[src/sram_ctl_regs.svh]
// Constants for the single-cycle static memory control logic
`ifndef SRAM_CTL_REGS_SVH
`define SRAM_CTL_REGS_SVH

// ----------------------------------------
// Sizes
// ----------------------------------------
`define NUM_BANKS 4
`define BANK_W 2
`define ADDR_W 32
`define DATA_W 32

// ----------------------------------------
// Bank control access
// ----------------------------------------
`define BANK_CTRL_ADDR 32'hffff_fff0
`define DBANK_LSB 0
`define IBANK_LSB 2
`define BBANK_LSB 4
`define BRIDGE_BIT 6

// ----------------------------------------
// Reset values
// ----------------------------------------
`define DBANK_RST 2'h0
`define IBANK_RST 2'h0
`define BBANK_RST 2'h1
`define BRIDGE_RST 1'h0

`endif

[src/sram_ctl_pkg.sv]
// Types for the single-cycle static memory control logic
`include "sram_ctl_regs.svh"

package sram_ctl_pkg;

  typedef enum logic {PH_IDLE, PH_WAIT} phase_t;

  // Instruction bus request
  typedef struct packed {
    logic req;
    logic rd;
    logic [`ADDR_W-1:0] addr;
  } ibus_t;

  // Data bus request
  typedef struct packed {
    logic req;
    logic rd;
    logic [`ADDR_W-1:0] addr;
    logic [`DATA_W-1:0] wdata;
  } dbus_t;

  // Whole state of the controller
  typedef struct packed {
    logic [`BANK_W-1:0] dbank;
    logic [`BANK_W-1:0] ibank;
    logic [`BANK_W-1:0] bbank;
    logic bridge;
    phase_t phase;
  } ctl_state_t;

endpackage : sram_ctl_pkg

[src/bank_ce_gate.sv]
// Per-bank chip enable gating of the system clock
`timescale 1ns/1ps
`include "sram_ctl_regs.svh"

module bank_ce_gate
  import sram_ctl_pkg::*;
(
  // Clock
  input wire logic clk,
  // Bank qualifiers
  input wire logic [`NUM_BANKS-1:0] en,
  // Active-low chip enables
  output logic [`NUM_BANKS-1:0] ce_n
);

  // Every bank passes one identical OR level; en moves only while clk is high
  genvar g;
  generate
    for (g = 0; g < `NUM_BANKS; g = g + 1)
    begin : g_bank
      assign ce_n[g] = clk | ~en[g];
    end
  endgenerate

endmodule : bank_ce_gate

[src/single_cycle_sram_control.sv]
// Control logic for zero-wait single-cycle static memory banks
// Functional notes
// - Chip enable low only in second clock half
// - Never enable memory before read/write is valid
// - Chip enable taken straight from system clock
// - Write strobe gated by its space's request
// - Per-bank enables gated through equal levels
// - Bank selection registered, not decoded per cycle
// - Designated address write loads bank registers
// - Switch takes a cycle; next access uses it
// - Bridge mode deselects data banks, enables buffer
// - Bridged data accesses stretched to two cycles
// - Address and write enable settle before enable
`timescale 1ns/1ps
`include "sram_ctl_regs.svh"

module single_cycle_sram_control
  import sram_ctl_pkg::*;
(
  // Clock and reset
  input wire logic clk,
  input wire logic rst,
  // Processor buses
  input wire ibus_t ibus,
  input wire dbus_t dbus,
  // System clock forwarded to memories
  output logic system_clock_out,
  // Chip enables per bank
  output logic [`NUM_BANKS-1:0] instr_ce_n,
  output logic [`NUM_BANKS-1:0] data_ce_n,
  // Write strobes per bank
  output logic [`NUM_BANKS-1:0] instr_we_n,
  output logic [`NUM_BANKS-1:0] data_we_n,
  // Instruction-to-data bridge buffer
  output logic bridge_oe,
  // Data bus response
  output logic data_ready_response_n
);

  // ----------------------------------------
  // State
  // ----------------------------------------
  ctl_state_t st_r;
  ctl_state_t st_nxt;

  logic ctrl_wr;
  logic bridge_acc;
  logic data_rdy;
  logic [`NUM_BANKS-1:0] data_en;
  logic [`NUM_BANKS-1:0] instr_en;

  // Write to the bank control address
  // Control writes never reach a memory bank
  assign ctrl_wr = dbus.req & ~dbus.rd & (dbus.addr == `BANK_CTRL_ADDR);
  assign bridge_acc = dbus.req & st_r.bridge & ~ctrl_wr;

  always_comb
  begin
    st_nxt = st_r;
    if (ctrl_wr)
    begin
      // Loaded at cycle end, so the following access sees it
      st_nxt.dbank = dbus.wdata[`DBANK_LSB +: `BANK_W];
      st_nxt.ibank = dbus.wdata[`IBANK_LSB +: `BANK_W];
      st_nxt.bbank = dbus.wdata[`BBANK_LSB +: `BANK_W];
      st_nxt.bridge = dbus.wdata[`BRIDGE_BIT];
    end
    case (st_r.phase)
      PH_IDLE:
      begin
        if (bridge_acc)
        begin
          st_nxt.phase = PH_WAIT;
        end
      end
      PH_WAIT:
      begin
        st_nxt.phase = PH_IDLE;
      end
      default:
      begin
        st_nxt.phase = PH_IDLE;
      end
    endcase
  end

  // Reset leaves default banks selected so fetches land somewhere valid
  always_ff @(posedge clk)
  begin
    if (rst)
    begin
      st_r.dbank <= `DBANK_RST;
      st_r.ibank <= `IBANK_RST;
      st_r.bbank <= `BBANK_RST;
      st_r.bridge <= `BRIDGE_RST;
      st_r.phase <= PH_IDLE;
    end
    else
    begin
      st_r <= st_nxt;
    end
  end

  // ----------------------------------------
  // Bank qualifiers and strobes
  // ----------------------------------------
  genvar b;
  generate
    for (b = 0; b < `NUM_BANKS; b = b + 1)
    begin : g_bank
      localparam int bank_idx = b;
      // Data banks all off in bridge mode or during a switch
      assign data_en[b] = ~st_r.bridge & ~ctrl_wr &
                          (st_r.dbank == bank_idx[`BANK_W-1:0]);
      assign instr_en[b] = (st_r.ibank == bank_idx[`BANK_W-1:0]) |
                           (bridge_acc & (st_r.bbank == bank_idx[`BANK_W-1:0]));
      // Strobes decoded while clk is high, before the enable opens
      assign data_we_n[b] = ~(data_en[b] & dbus.req & ~dbus.rd);
      assign instr_we_n[b] =
        ~((ibus.req & ~ibus.rd & (st_r.ibank == bank_idx[`BANK_W-1:0])) |
          (bridge_acc & ~dbus.rd & (st_r.bbank == bank_idx[`BANK_W-1:0])));
    end
  endgenerate

  // ----------------------------------------
  // Clock-derived enables
  // ----------------------------------------
  bank_ce_gate u_data_gate (
    .clk(clk),
    .en(data_en),
    .ce_n(data_ce_n)
  );

  bank_ce_gate u_instr_gate (
    .clk(clk),
    .en(instr_en),
    .ce_n(instr_ce_n)
  );

  // Forwarded ungated; any decode here would eat memory access time
  assign system_clock_out = clk;

  // ----------------------------------------
  // Responses
  // ----------------------------------------
  // Bridged accesses answer only in their second cycle
  assign data_rdy = dbus.req & (~bridge_acc | (st_r.phase == PH_WAIT));
  assign data_ready_response_n = ~data_rdy;
  // Buffer follows the registered mode only, never the bus
  assign bridge_oe = st_r.bridge;

  // ----------------------------------------
  // Assertions
  // ----------------------------------------
  a_bank_load: assert property (@(posedge clk) disable iff (rst)
    ctrl_wr |=> (st_r.dbank == $past(dbus.wdata[`DBANK_LSB +: `BANK_W]))
      && (st_r.bridge == $past(dbus.wdata[`BRIDGE_BIT])))
    else $error("bank registers not loaded");

  a_sel_held: assert property (@(posedge clk) disable iff (rst)
    !ctrl_wr |=> $stable(st_r.dbank) && $stable(st_r.ibank))
    else $error("bank selection changed without control access");

  a_switch_next: assert property (@(posedge clk) disable iff (rst)
    ctrl_wr && !dbus.wdata[`BRIDGE_BIT] |=> ctrl_wr ||
      (data_en[$past(dbus.wdata[`DBANK_LSB +: `BANK_W])] && $onehot(data_en)))
    else $error("access after switch not on new bank");

  a_data_single: assert property (@(posedge clk) disable iff (rst)
    $onehot0(data_en))
    else $error("more than one data bank enabled");

  a_instr_sel: assert property (@(posedge clk) disable iff (rst)
    !bridge_acc |-> instr_en[st_r.ibank] && $onehot(instr_en))
    else $error("instruction bank enable not from selection");

  a_ctl_quiet: assert property (@(posedge clk) disable iff (rst)
    ctrl_wr |-> (data_en == '0) && (data_we_n == '1))
    else $error("control write reached a data bank");

  a_bridge_off: assert property (@(posedge clk) disable iff (rst)
    st_r.bridge |-> (data_en == '0) && bridge_oe)
    else $error("data bank enabled in bridge mode");

  a_bridge_wait: assert property (@(posedge clk) disable iff (rst)
    bridge_acc && st_r.phase == PH_IDLE |->
      data_ready_response_n ##1 (!bridge_acc || !data_ready_response_n))
    else $error("bridged access not stretched to two cycles");

  a_wait_once: assert property (@(posedge clk) disable iff (rst)
    st_r.phase == PH_WAIT |=> st_r.phase == PH_IDLE)
    else $error("bridged access held longer than two cycles");

  a_ready_plain: assert property (@(posedge clk) disable iff (rst)
    dbus.req && !bridge_acc |-> !data_ready_response_n)
    else $error("plain data access not answered at once");

  a_bridge_ce: assert property (@(posedge clk) disable iff (rst)
    bridge_acc |-> instr_en[st_r.bbank])
    else $error("bridged access did not enable bridge bank");

  a_data_we_gate: assert property (@(posedge clk) disable iff (rst)
    (data_we_n != '1) |-> dbus.req && !dbus.rd && !st_r.bridge)
    else $error("data write strobe without data request");

  a_instr_we_gate: assert property (@(posedge clk) disable iff (rst)
    (instr_we_n != '1) |-> (ibus.req && !ibus.rd) || (bridge_acc && !dbus.rd))
    else $error("instruction write strobe without request");

  a_reset_bank: assert property (@(posedge clk)
    rst |=> st_r.ibank == `IBANK_RST && st_r.dbank == `DBANK_RST && !st_r.bridge)
    else $error("reset did not select default banks");

  // ----------------------------------------
  // Covers
  // ----------------------------------------
  c_switch: cover property (@(posedge clk) disable iff (rst) ctrl_wr ##1 dbus.req);
  c_bridge_exit: cover property (@(posedge clk) disable iff (rst) st_r.bridge ##1 !st_r.bridge);
  c_bridge_rd: cover property (@(posedge clk) disable iff (rst)
    bridge_acc && dbus.rd ##1 !data_ready_response_n);
  c_bridge_wr: cover property (@(posedge clk) disable iff (rst) bridge_acc && !dbus.rd);
  c_instr_wr: cover property (@(posedge clk) disable iff (rst) ibus.req && !ibus.rd);

endmodule : single_cycle_sram_control

[config.mk]
export PLATFORM = sky130hd
export DESIGN_NAME = single_cycle_sram_control
export DESIGN_NICKNAME = d
export VERILOG_FILES = /design/src/sram_ctl_pkg.sv /design/src/bank_ce_gate.sv /design/src/single_cycle_sram_control.sv
export VERILOG_INCLUDE_DIRS = /design/src
export SDC_FILE = /design/constraint.sdc
export NUM_CORES = 1
export LEC_CHECK = 0
export BUFFER_PORTS_ARGS = -buffer_cell sky130_fd_sc_hd__buf_4
export CORE_MARGIN = 8
export CORE_UTILIZATION = 28
export CTS_CLUSTER_SIZE = 40
export DETAILED_ROUTE_END_ITERATION = 8
export PLACE_DENSITY = 0.8
export SYNTH_ARGS = -nofsm -noshare
export SYNTH_HDL_FRONTEND = slang
export SYNTH_HIERARCHICAL = 1
export SYNTH_SLANG_ARGS = --single-unit
[constraint.sdc]
create_clock -name clk -period 4.8 [get_ports clk]
set_clock_uncertainty 0.2 [all_clocks]
set_input_delay 0.96 -clock clk [delete_from_list [all_inputs] [get_ports clk]]
set_output_delay 0.96 -clock clk [all_outputs]
set_load 0.01 [all_outputs]
## Word-level counts from Yosys, hierarchy flattened

Index checks and enable logic that the tools add are counted.

| cells by class | value |
|---|---|
| multiplexer cells | 2 |
| equality and inequality tests | 10 |
| reductions and logical operators | 3 |
| bitwise gates (word level) | 72 |

Operators with widths:

| operator | count |
|---|---|
| AND 1 bit | 32 |
| == test 32 bit (second input constant) | 1 |
| inverter 1 bit | 23 |
| OR 1 bit | 17 |
| == test 2 bit (second input constant) | 6 |
| == test 2 x 1 -> 1 bit (second input constant) | 3 |
| zero test 2 bit | 3 |
| one-hot mux 1 bit (2 select lines) | 1 |
| 2-to-1 mux 1 bit | 1 |

| storage, ports and cells | value |
|---|---|
| output and inout port bits | 19 |
| bits in registers | 8 |
| bits of input ports | 102 |
| logic and storage cells | 92 |

## Depth between registers and ports, before layout

Gate-level depths: netlist (run 1).

| depth | value |
|---|---|
| word-level depth | 9 |
| mapped depth | 6 |
| mapped depth without buffers | 5 |

## By module

The synthesis (run 1) kept the hierarchy.

Modules (own cells, without submodules):

| module | times used | sequential area each (um2) | cells each | area an instance (um2) |
|---|---|---|---|---|
| single_cycle_sram_control | 1 | 160.2 | 89 | 711.9 |
| bank_ce_gate | 2 | 0.0 | 4 | 25.0 |

==> results of run 1 <==
[layout make-up]
class / count / share of cell area
clock buffer: 16 / 0.0917
clock inverter: 1 / 0.0134
inverter: 1 / 0.00287
multi-input combinational: 82 / 0.425
sequential: 8 / 0.122
tap: 31 / 0.0296
timing repair buffer: 55 / 0.315
[sequential cells by signal (all words and copies together), names as in the netlist]
| signal | flops |
|---|---|
| st_r | 7 |
| bridge_oe | 1 |
[per-stage QoR]
step           cell area (sq um)  utilization  total power [uW]
3_3_place_gp                1240        0.466               185
3_5_place_dp                1240        0.466               186
5_1_grt                     1310        0.492               357
4_1_cts                     1310        0.492               342
2_1_floorplan                762            -               130
6_report                    1310        0.492               331
[logic make-up (layout without fill, tap and decap cells)]
kind of cell / after synthesis / in the layout / share of synthesized area
and+or+nand+nor: 66 / 66 / 0.553
AOI/OAI and AO/OA: 9 / 9 / 0.0854
DFF: 8 / 8 / 0.210
muxes: 7 / 7 / 0.0920
buffers and inverters: 7 / 73 / 0.0591
[worst paths after layout]
kind	slack [ns]	start	end
worst min register to register	0.22	st_r[0]	st_r[0]
worst max register to register	3.64	bridge_oe	st_r[0]
worst min-delay path	0.22	st_r[0]	st_r[0]
worst max-delay path	0.58	dbus[32]	instr_we_n[0]
[synth_stat cells, types with 2 or more instances]
master / instances / area (sq um)
nand3_1: 3 / 15.0
nor2_1: 8 / 30.0
dfxtp_1: 8 / 160
nand2_1: 5 / 18.8
mux2i_1: 7 / 70.1
nand3b_1: 2 / 15.0
nor2b_1: 4 / 25.0
nor4_1: 2 / 12.5
buf_6: 2 / 22.5
o22ai_1: 2 / 12.5
o21ai_0: 2 / 10.0
nand4_1: 8 / 50.1
nand4b_1: 7 / 61.3
a2bb2oi_1: 2 / 17.5
nand2b_1: 22 / 138
clkbuf_1: 2 / 7.51
[power breakdown]
| group | leakage, uW | internal, uW | switching [uW] | total, uW |
|---|---|---|---|---|
| Sequential | 0.0000644 | 66.6 | 0.0000000109 | 66.6 |
| Combinational | 0.000386 | 28.0 | 12.0 | 40.0 |
| Clock | 0.0000964 | 147 | 77.7 | 225 |
| Total | 0.000547 | 242 | 89.7 | 331 |
[metal layers]
metal  vias up  wire, um
met2        35      1560
met3         0       282
met1       426       997
met5         -         0
li1        487         -
met4         0         0
[critical path, delay by kind of cell]
kind / cells / cell delay [ns]
compound gates: 1 / 0.20
buf+inv: 3 / 0.57
simple gates: 3 / 1.34
==> results.md, run 1 <==
- Slowest-stage cell, CP: or4_4
- Cells after DPL: 186
- Clock Latency Late Sink: 0.35 ns
- Top-Level Pins: 121
- Final Hold Vio Count: 0
- GRT Util Overall: 0.126
- Crit-path cells: buf_4 > or4b_1 > or4_4 > nor4_4 > buf_4 > a2bb2oi_1 > buf_4
- Crit end category: primary output
- Row cnt: 19
- Top FF cell, synth: dfxtp_1
- Detail Route Antenna Nets: 0
- HP Class: reg2reg
- Avg WL per Cell: 14.6 um
- Most used routing layer: met2
- Max cap viols: 0
- Remaining Overflow, GRT: 0
- Syn Std Cell Area: 762 sq um
- # setup viols final: 0
- Area growth syn-to-layout: 71.9%
- Met3 Track Usage GR: 0.0720
- Hold depth: 1
- Routed WL: 2840 um
- Vias per cell: 4.89
- RSZ-0062 raised after global routing: false
- Largest net degree at the start of global routing: 26
- Core Footprint: 2660 sq um
- Final non-filler cell total: 194
- Yosys cell types: 27
- Die Span X: 68.2 um
- Fin Setup TNS: 0 ns
- EDFF count, synth: 0
- Number of global-route vias before repair: 1071
- Largest stage delay on the critical path: 0.56 ns
- CP startpoint kind: input port
- Max VDD drop: 0.000178 V
- Initial antenna violation count: 0
- Routing usage on met2: 0.199
- Final cycle utilization of the critical path: 0.879
- Violation count after the first detailed-route iteration: 63
- Post-CTS Hold Fix Bufs: 0
- GRT met1 Usage: 0.119
- First-pass DRT Iterations: 4
- Cells after synthesis: 97
- Hold_ws: 0.215 ns
- Pre-CTS setup slack: 0.569 ns
- CTS tree: yes
- Max transition margin: 0.692
- Via count: 948
- Slew @ Worst Pin: 0.461 ns
- CP max FO: 25
- Most frequent cells in the layout: 64 x buf_4, 22 x nand2b_1, 8 x nand4_1, 8 x nor2_1, 8 x dfxtp_1
- Pwr Density: 253 nW/um^2
- Layout cells sized above 1: 0.460
- Post-CTS Repair Setup Buffers: 0
- Die height: 68.2 um
- Commonest non-fill, non-tap cell in the layout: buf_4
- Crit Path Category: in2out
- CP arrival: 3.06 ns
- Synth warn: 6
- P_leak: 0.000547 uW
- Die Area: 4650 sq um
- DRC errors left: 0
- # fillers: 247
- Final WS setup: 0.581 ns
- Minimum clock period: 4.22 ns
- Reg clk slew, reported paths: 0.05 ns
- Post-synthesis sequential area ratio: 0.210
- Seq cells post-synth: 8
- Status: finished, final reports clean
- FF-to-FF path depth: 2
- Effective utilization at floorplan: 0.286
- Port Buf Inserts: 63
- Fin nets: 266
- First-pass GRT wire length: 4440 um
- Detailed placement HPWL: 2330 um
- # resized after CTS: 0
- ANT cells: 0
- Fmax: 0.237 GHz
- Sequential cell area: 160 sq um
- Area of the multi-input gates: 557 sq um
- Critical path data required time: 3.64 ns
- RePlAce Congestion: 0.713
- Slew Limit Fails: 0
- Mapped Avg Cell Area: 7.86 sq um
- CP dominant cell by count: buf_4
- Asr flop ratio synth: 0
- Synth Net Count: 199
No activity file was read; power rests on OpenSTA's default activity.
==> inputs of run 2 (changes only) <==
--- a/config.mk
+++ b/config.mk
@@ -6,7 +6,7 @@
 export SDC_FILE = /design/constraint.sdc
 export NUM_CORES = 1
 export LEC_CHECK = 0
-export BUFFER_PORTS_ARGS = -buffer_cell sky130_fd_sc_hd__buf_4
+export BUFFER_PORTS_ARGS = -buffer_cell sky130_fd_sc_hd__buf_2
 export CORE_MARGIN = 8
 export CORE_UTILIZATION = 28
 export CTS_CLUSTER_SIZE = 40
==> run 2 against run 1 <==
Setup slack got worse by 0.0073 ns. Via count fell by 0.63%. Hold slack barely moved. Combinational power fell by 29%. Sequential power barely moved. Register-to-register slack improved by 0.02 ns. First-iteration DRC count rose by 13%. Sequential share of layout area rose by 1.8 points. Clock-buffer cell count rose by 1. Largest cell class unchanged.
==> results.md, run 2 (synthesis gave the netlist of run 1 again) <==
- CP arrival: 3.07 ns (about the same)
- Final cycle utilization of the critical path: 0.881 (+0.00152)
- First-pass DRT Iterations: 4 (unchanged)
- CP startpoint kind: input port
- Minimum clock period: 4.23 ns (+0.00728 ns)
- RePlAce Congestion: 0.685 (-4.0%)
- Placed Area: 1080 sq um (-13%)
- Area growth syn-to-layout: 49.4%
- Pre-CTS setup slack: 0.554 ns (-0.0150 ns)
- Post-CTS Hold Fix Bufs: 0 (unchanged)
- Final Hold Vio Count: 0 (unchanged)
- Max transition margin: 0.692 (about the same)
- Port Buf Inserts: 63 (unchanged)
- Highest routed layer: met4
- Slew @ Worst Pin: 0.462 ns (+0.000509 ns)
- Commonest non-fill, non-tap cell in the layout: buf_2
- Pwr Density: 247 nW/um^2 (-2.2%)
- First-pass GRT wire length: 4020 um (-9.5%)
- Avg WL per Cell: 12.8 um (-13%)
- Number of global-route vias before repair: 987 (-7.8%)
- Critical path data required time: 3.64 ns (about the same)
- Via count: 942 (-0.63%)
- Vias per cell: 4.86 (-0.63%)
- Detailed placement HPWL: 2000 um (-14%)
- DRC errors left: 0 (unchanged)
- Crit end category: primary output
- Max VDD drop: 0.000184 V (+3.0%)
- Initial antenna violation count: 0 (unchanged)
- CP max FO: 25 (unchanged)
- Die Area: 4650 sq um (unchanged)
- # resized after CTS: 0 (unchanged)
- Layout cells sized above 1: 0.454 (-0.00613)
- Final Instance Area: 1140 sq um (-13%)
- Finished Core Util: 0.428 (-0.0644)
- Routed WL: 2480 um (-13%)
- Core Footprint: 2660 sq um (unchanged)
- P_leak: 0.000469 uW (-14%)
- HP Class: reg2reg
- Most frequent cells in the layout: 63 x buf_2, 22 x nand2b_1, 8 x nand4_1, 8 x nor2_1, 8 x dfxtp_1
- Clock Latency Late Sink: 0.36 ns (about the same)
- Max cap viols: 0 (unchanged)
- Post-CTS Repair Setup Buffers: 0 (unchanged)
- WL met3: 302 um (+7.1%)
- CTS tree: yes
- Crit Path Category: in2out
- Final WS setup: 0.573 ns (-0.00728 ns)
- Max reg flops: 7 (unchanged)
- Detail Route Antenna Nets: 0 (unchanged)
- Die height: 68.2 um (unchanged)
- Top-Level Pins: 121 (unchanged)
- Remaining Overflow, GRT: 0 (unchanged)
- Slew Limit Fails: 0 (unchanged)
- Largest net degree at the start of global routing: 26 (unchanged)
- Largest reg by FF count: st_r
- Area of the multi-input gates: 557 sq um (unchanged)
- GRT Util Overall: 0.114 (-0.0120)
- Reg clk slew, reported paths: 0.05 ns (about the same)
- Fmax: 0.237 GHz (-0.17%)
- RSZ-0062 raised after global routing: false
- # setup viols final: 0 (unchanged)
- Row cnt: 19 (unchanged)
- Fin Setup TNS: 0 ns (unchanged)
- Violation count after the first detailed-route iteration: 71 (+13%)
- Met2 routed WL: 1230 um (-21%)
- Effective utilization at floorplan: 0.286 (unchanged)
- Sequential cell area: 160 sq um (unchanged)
- DRT met1 WL: 917 um (-8.0%)
- ANT cells: 0 (unchanged)
- Fin nets: 266 (unchanged)
- Die Span X: 68.2 um (unchanged)
- Status: finished, final reports clean
- # fillers: 309 (+25%)
-- run 2: cell count changes in the layout (fill, tap and decap cells not counted), sizes merged --
| cell | before | now |
|---|---|---|
| bufinv | 1 | 0 |
| clkbuf | 7 | 8 |
-- run 2: where the power goes --
part,internal [uW],total [uW],switching (uW)
combinational,17.4,28.6,11.1
sequential,66.4,66.4,0.0000000106
clock,109,187,78.1
-- run 2: final cells by class --
| cell class | instances | share of cell area |
|---|---|---|
| timing repair buffer | 55 | 0.244 |
| clock buffer | 17 | 0.0890 |
| inverter | 1 | 0.00330 |
| multi-input combinational | 82 | 0.489 |
| tap | 31 | 0.0341 |
| sequential | 8 | 0.141 |
-- run 2: final timing paths --
check	slack, ns	cells past startpoint	start	to
worst min-delay path	0.22	1	st_r[0]	st_r[0]
worst min register to register	0.22	1	st_r[0]	st_r[0]
worst max register to register	3.66	2	bridge_oe	st_r[0]
worst max-delay path	0.57	7	dbus[32]	instr_we_n[0]
-- run 2: routing by layer --
layer | global-route usage | vias to the layer above
li1 | - | 486
met1 | 0.117 | 417
met2 | 0.156 | 33
met3 | 0.0867 | 6
met4 | 0.0844 | 0
met5 | 0 | -
-- run 2: worst max-delay path: stages --
cell       delay, ns
buf_2           0.09
or4b_1          0.51
or4_4           0.56
nor4_4          0.27
buf_4           0.31
a2bb2oi_1       0.21
buf_2           0.15
-- run 2: stage by stage --
step	instances	hold WS, ns	power (uW)
5_1_grt	194	0.234	309
3_3_place_gp	186	0.193	159
6_report	194	0.215	282
3_5_place_dp	186	0.206	160
2_1_floorplan	97	0.187	130
4_1_cts	194	0.212	292
==> inputs of run 3 (changes only) <==
--- a/config.mk
+++ b/config.mk
@@ -8,10 +8,10 @@
 export LEC_CHECK = 0
 export BUFFER_PORTS_ARGS = -buffer_cell sky130_fd_sc_hd__buf_2
 export CORE_MARGIN = 8
-export CORE_UTILIZATION = 28
+export CORE_UTILIZATION = 30
 export CTS_CLUSTER_SIZE = 40
 export DETAILED_ROUTE_END_ITERATION = 8
-export PLACE_DENSITY = 0.8
+export PLACE_DENSITY = 0.84
 export SYNTH_ARGS = -nofsm -noshare
 export SYNTH_HDL_FRONTEND = slang
 export SYNTH_HIERARCHICAL = 1
==> constraint.sdc (replaced) <==
create_clock -name clk -period 5.03 [get_ports clk]
set_clock_uncertainty 0.2 [all_clocks]
set_input_delay 1.006 -clock clk [delete_from_list [all_inputs] [get_ports clk]]
set_output_delay 1.006 -clock clk [all_outputs]
set_load 0.01 [all_outputs]
==> run 3 against run 2 <==
Die area fell by 5.1%. First-iteration DRC count fell by 25%. Sequential share of layout area barely moved. Final cell count fell by 0.52%. Clock power fell by 4%. Sequential power fell by 4.5%. Register-to-register slack improved by 0.18 ns. Critical path depth rose by 1. Via count rose by 0.74%. Clock-buffer cell count did not move. Largest cell class unchanged. Hold slack improved by 0.011 ns.
==> results.md, run 3 (synthesis gave the netlist of run 1 again) <==
- GRT Util Overall: 0.123 (+0.00878)
- Max VDD drop: 0.000203 V (+10%)
- Remaining Overflow, GRT: 0 (unchanged)
- RR Startpoint: bridge_oe
- # setup viols final: 0 (unchanged)
- Top-Level Pins: 121 (unchanged)
- Max cap viols: 0 (unchanged)
- Hold_sp: st_r[0]
- Commonest non-fill, non-tap cell in the layout: buf_2
- Origin of the worst setup path: dbus[32]
- Via count: 949 (+0.74%)
- Avg WL per Cell: 13.3 um (+4.0%)
- Area growth syn-to-layout: 49.3%
- First-pass DRT Iterations: 4 (unchanged)
- Effective utilization at floorplan: 0.313 (+0.0271)
- Crit-path cells: buf_2 > or4b_1 > or4_4 > nor4_4 > buf_4 > o21ai_0 > nand2b_1 > buf_2
- Clock Latency Late Sink: 0.37 ns (about the same)
- # resized after CTS: 0 (unchanged)
- Crit end category: primary output
- Critical path data required time: 3.82 ns (+0.18 ns)
- Core Footprint: 2430 sq um (-8.6%)
- Largest net degree at the start of global routing: 26 (unchanged)
- Hold_ws: 0.226 ns (+0.0113 ns)
- Met3 Track Usage GR: 0.0949 (+0.00817)
- Routed WL: 2560 um (+3.5%)
- P_leak: 0.000469 uW (unchanged)
- Fin Setup TNS: 0 ns (unchanged)
- Crit Path Category: in2out
- Post-CTS Repair Setup Buffers: 0 (unchanged)
- Die Area: 4410 sq um (-5.1%)
- Detail Route Antenna Nets: 0 (unchanged)
- Most used routing layer: met2
- Die height: 66.4 um (-2.6%)
- # fillers: 278 (-10%)
- Reg clk slew, reported paths: 0.06 ns (about the same)
- RePlAce Congestion: 0.746 (+9.0%)
- Area of the multi-input gates: 557 sq um (unchanged)
- Routing usage on met2: 0.163 (+0.00693)
- Most frequent cells in the layout: 63 x buf_2, 22 x nand2b_1, 8 x nand4_1, 8 x nor2_1, 8 x dfxtp_1
- Final Hold Vio Count: 0 (unchanged)
- RSZ-0062 raised after global routing: false
- Initial antenna violation count: 0 (unchanged)
- Number of global-route vias before repair: 1001 (+1.4%)
- Post-CTS Hold Fix Bufs: 0 (unchanged)
- Layout cells sized above 1: 0.454 (unchanged)
- ANT cells: 0 (unchanged)
- Max reg flops: 7 (unchanged)
- R2R Setup Slk: 3.84 ns (+0.18 ns)
- Max transition margin: 0.688 (-0.00406)
- Slowest-stage cell, CP: or4_4
- Violation count after the first detailed-route iteration: 53 (-25%)
- Final cycle utilization of the critical path: 0.869
- Slew Limit Fails: 0 (unchanged)
- Minimum clock period: 4.37 ns
- CP arrival: 3.16 ns (+0.09 ns)
- GRT met1 Usage: 0.117 (-0.000243)
- Slew @ Worst Pin: 0.468 ns (+0.00608 ns)
- Die Span X: 66.4 um (-2.6%)
- Largest stage delay on the critical path: 0.56 ns (about the same)
- Detailed placement HPWL: 2030 um (+1.6%)
- Pwr Density: 237 nW/um^2 (-4.2%)
- First-pass GRT wire length: 4080 um (+1.5%)
- Vias per cell: 4.92 (+1.3%)
- CP dominant cell by count: buf_2
- Sequential cell area: 160 sq um (unchanged)
- Row cnt: 18 (-1)
- Largest reg by FF count: st_r
- HP Class: reg2reg
- CP startpoint kind: input port
- Fin nets: 266 (unchanged)
- DRC errors left: 0 (unchanged)
- Port Buf Inserts: 63 (unchanged)
- CP max FO: 25 (unchanged)
- Fmax: 0.229 GHz
- Status: finished, final reports clean
- CTS tree: yes
[run 3: cell type report]
type	count	share of cell area
Clock buffer	17	0.0891
Timing Repair Buffer	55	0.244
Inverter	1	0.00330
Sequential cell	8	0.141
Multi-Input combinational cell	82	0.490
Tap cell	30	0.0330
[run 3: worst paths after layout]
check             cells after the start             to
setup reg to reg                      2        st_r[0]
setup / recovery                      8  instr_ce_n[3]
hold / removal                        1        st_r[0]
hold reg to reg                       1        st_r[0]
[run 3: critical path: cells and delay by family]
| kind | cells | cell delay [ns] |
|---|---|---|
| buf+inv | 3 | 0.54 |
| compound gates | 1 | 0.16 |
| simple gates | 4 | 1.45 |
[run 3: routing by layer]
layer  part of all wire  vias to the layer above
li1                   -                      486
met1               0.40                      411
met2               0.44                       43
met3               0.13                        9
met4              0.025                        0
met5                  0                        -
[run 3: report_power, final]
part / internal (uW) / switching, uW
registers: 63.4 / 0.0000000100
clock network: 104 / 75.2
logic: 16.6 / 10.7
total: 184 / 85.9
[run 3: through the flow]
stage               setup WS (ns)  utilization  area [sq um]  std cells  total power (uW)
floorplan                   0.881            -           762         97               124
global placement            0.695        0.444          1080        185               152
detailed placement          0.697        0.444          1080        185               152
CTS                         0.661        0.468          1140        193               281
global route                0.594        0.468          1140        193               299
finish                      0.660        0.468          1140        193               270
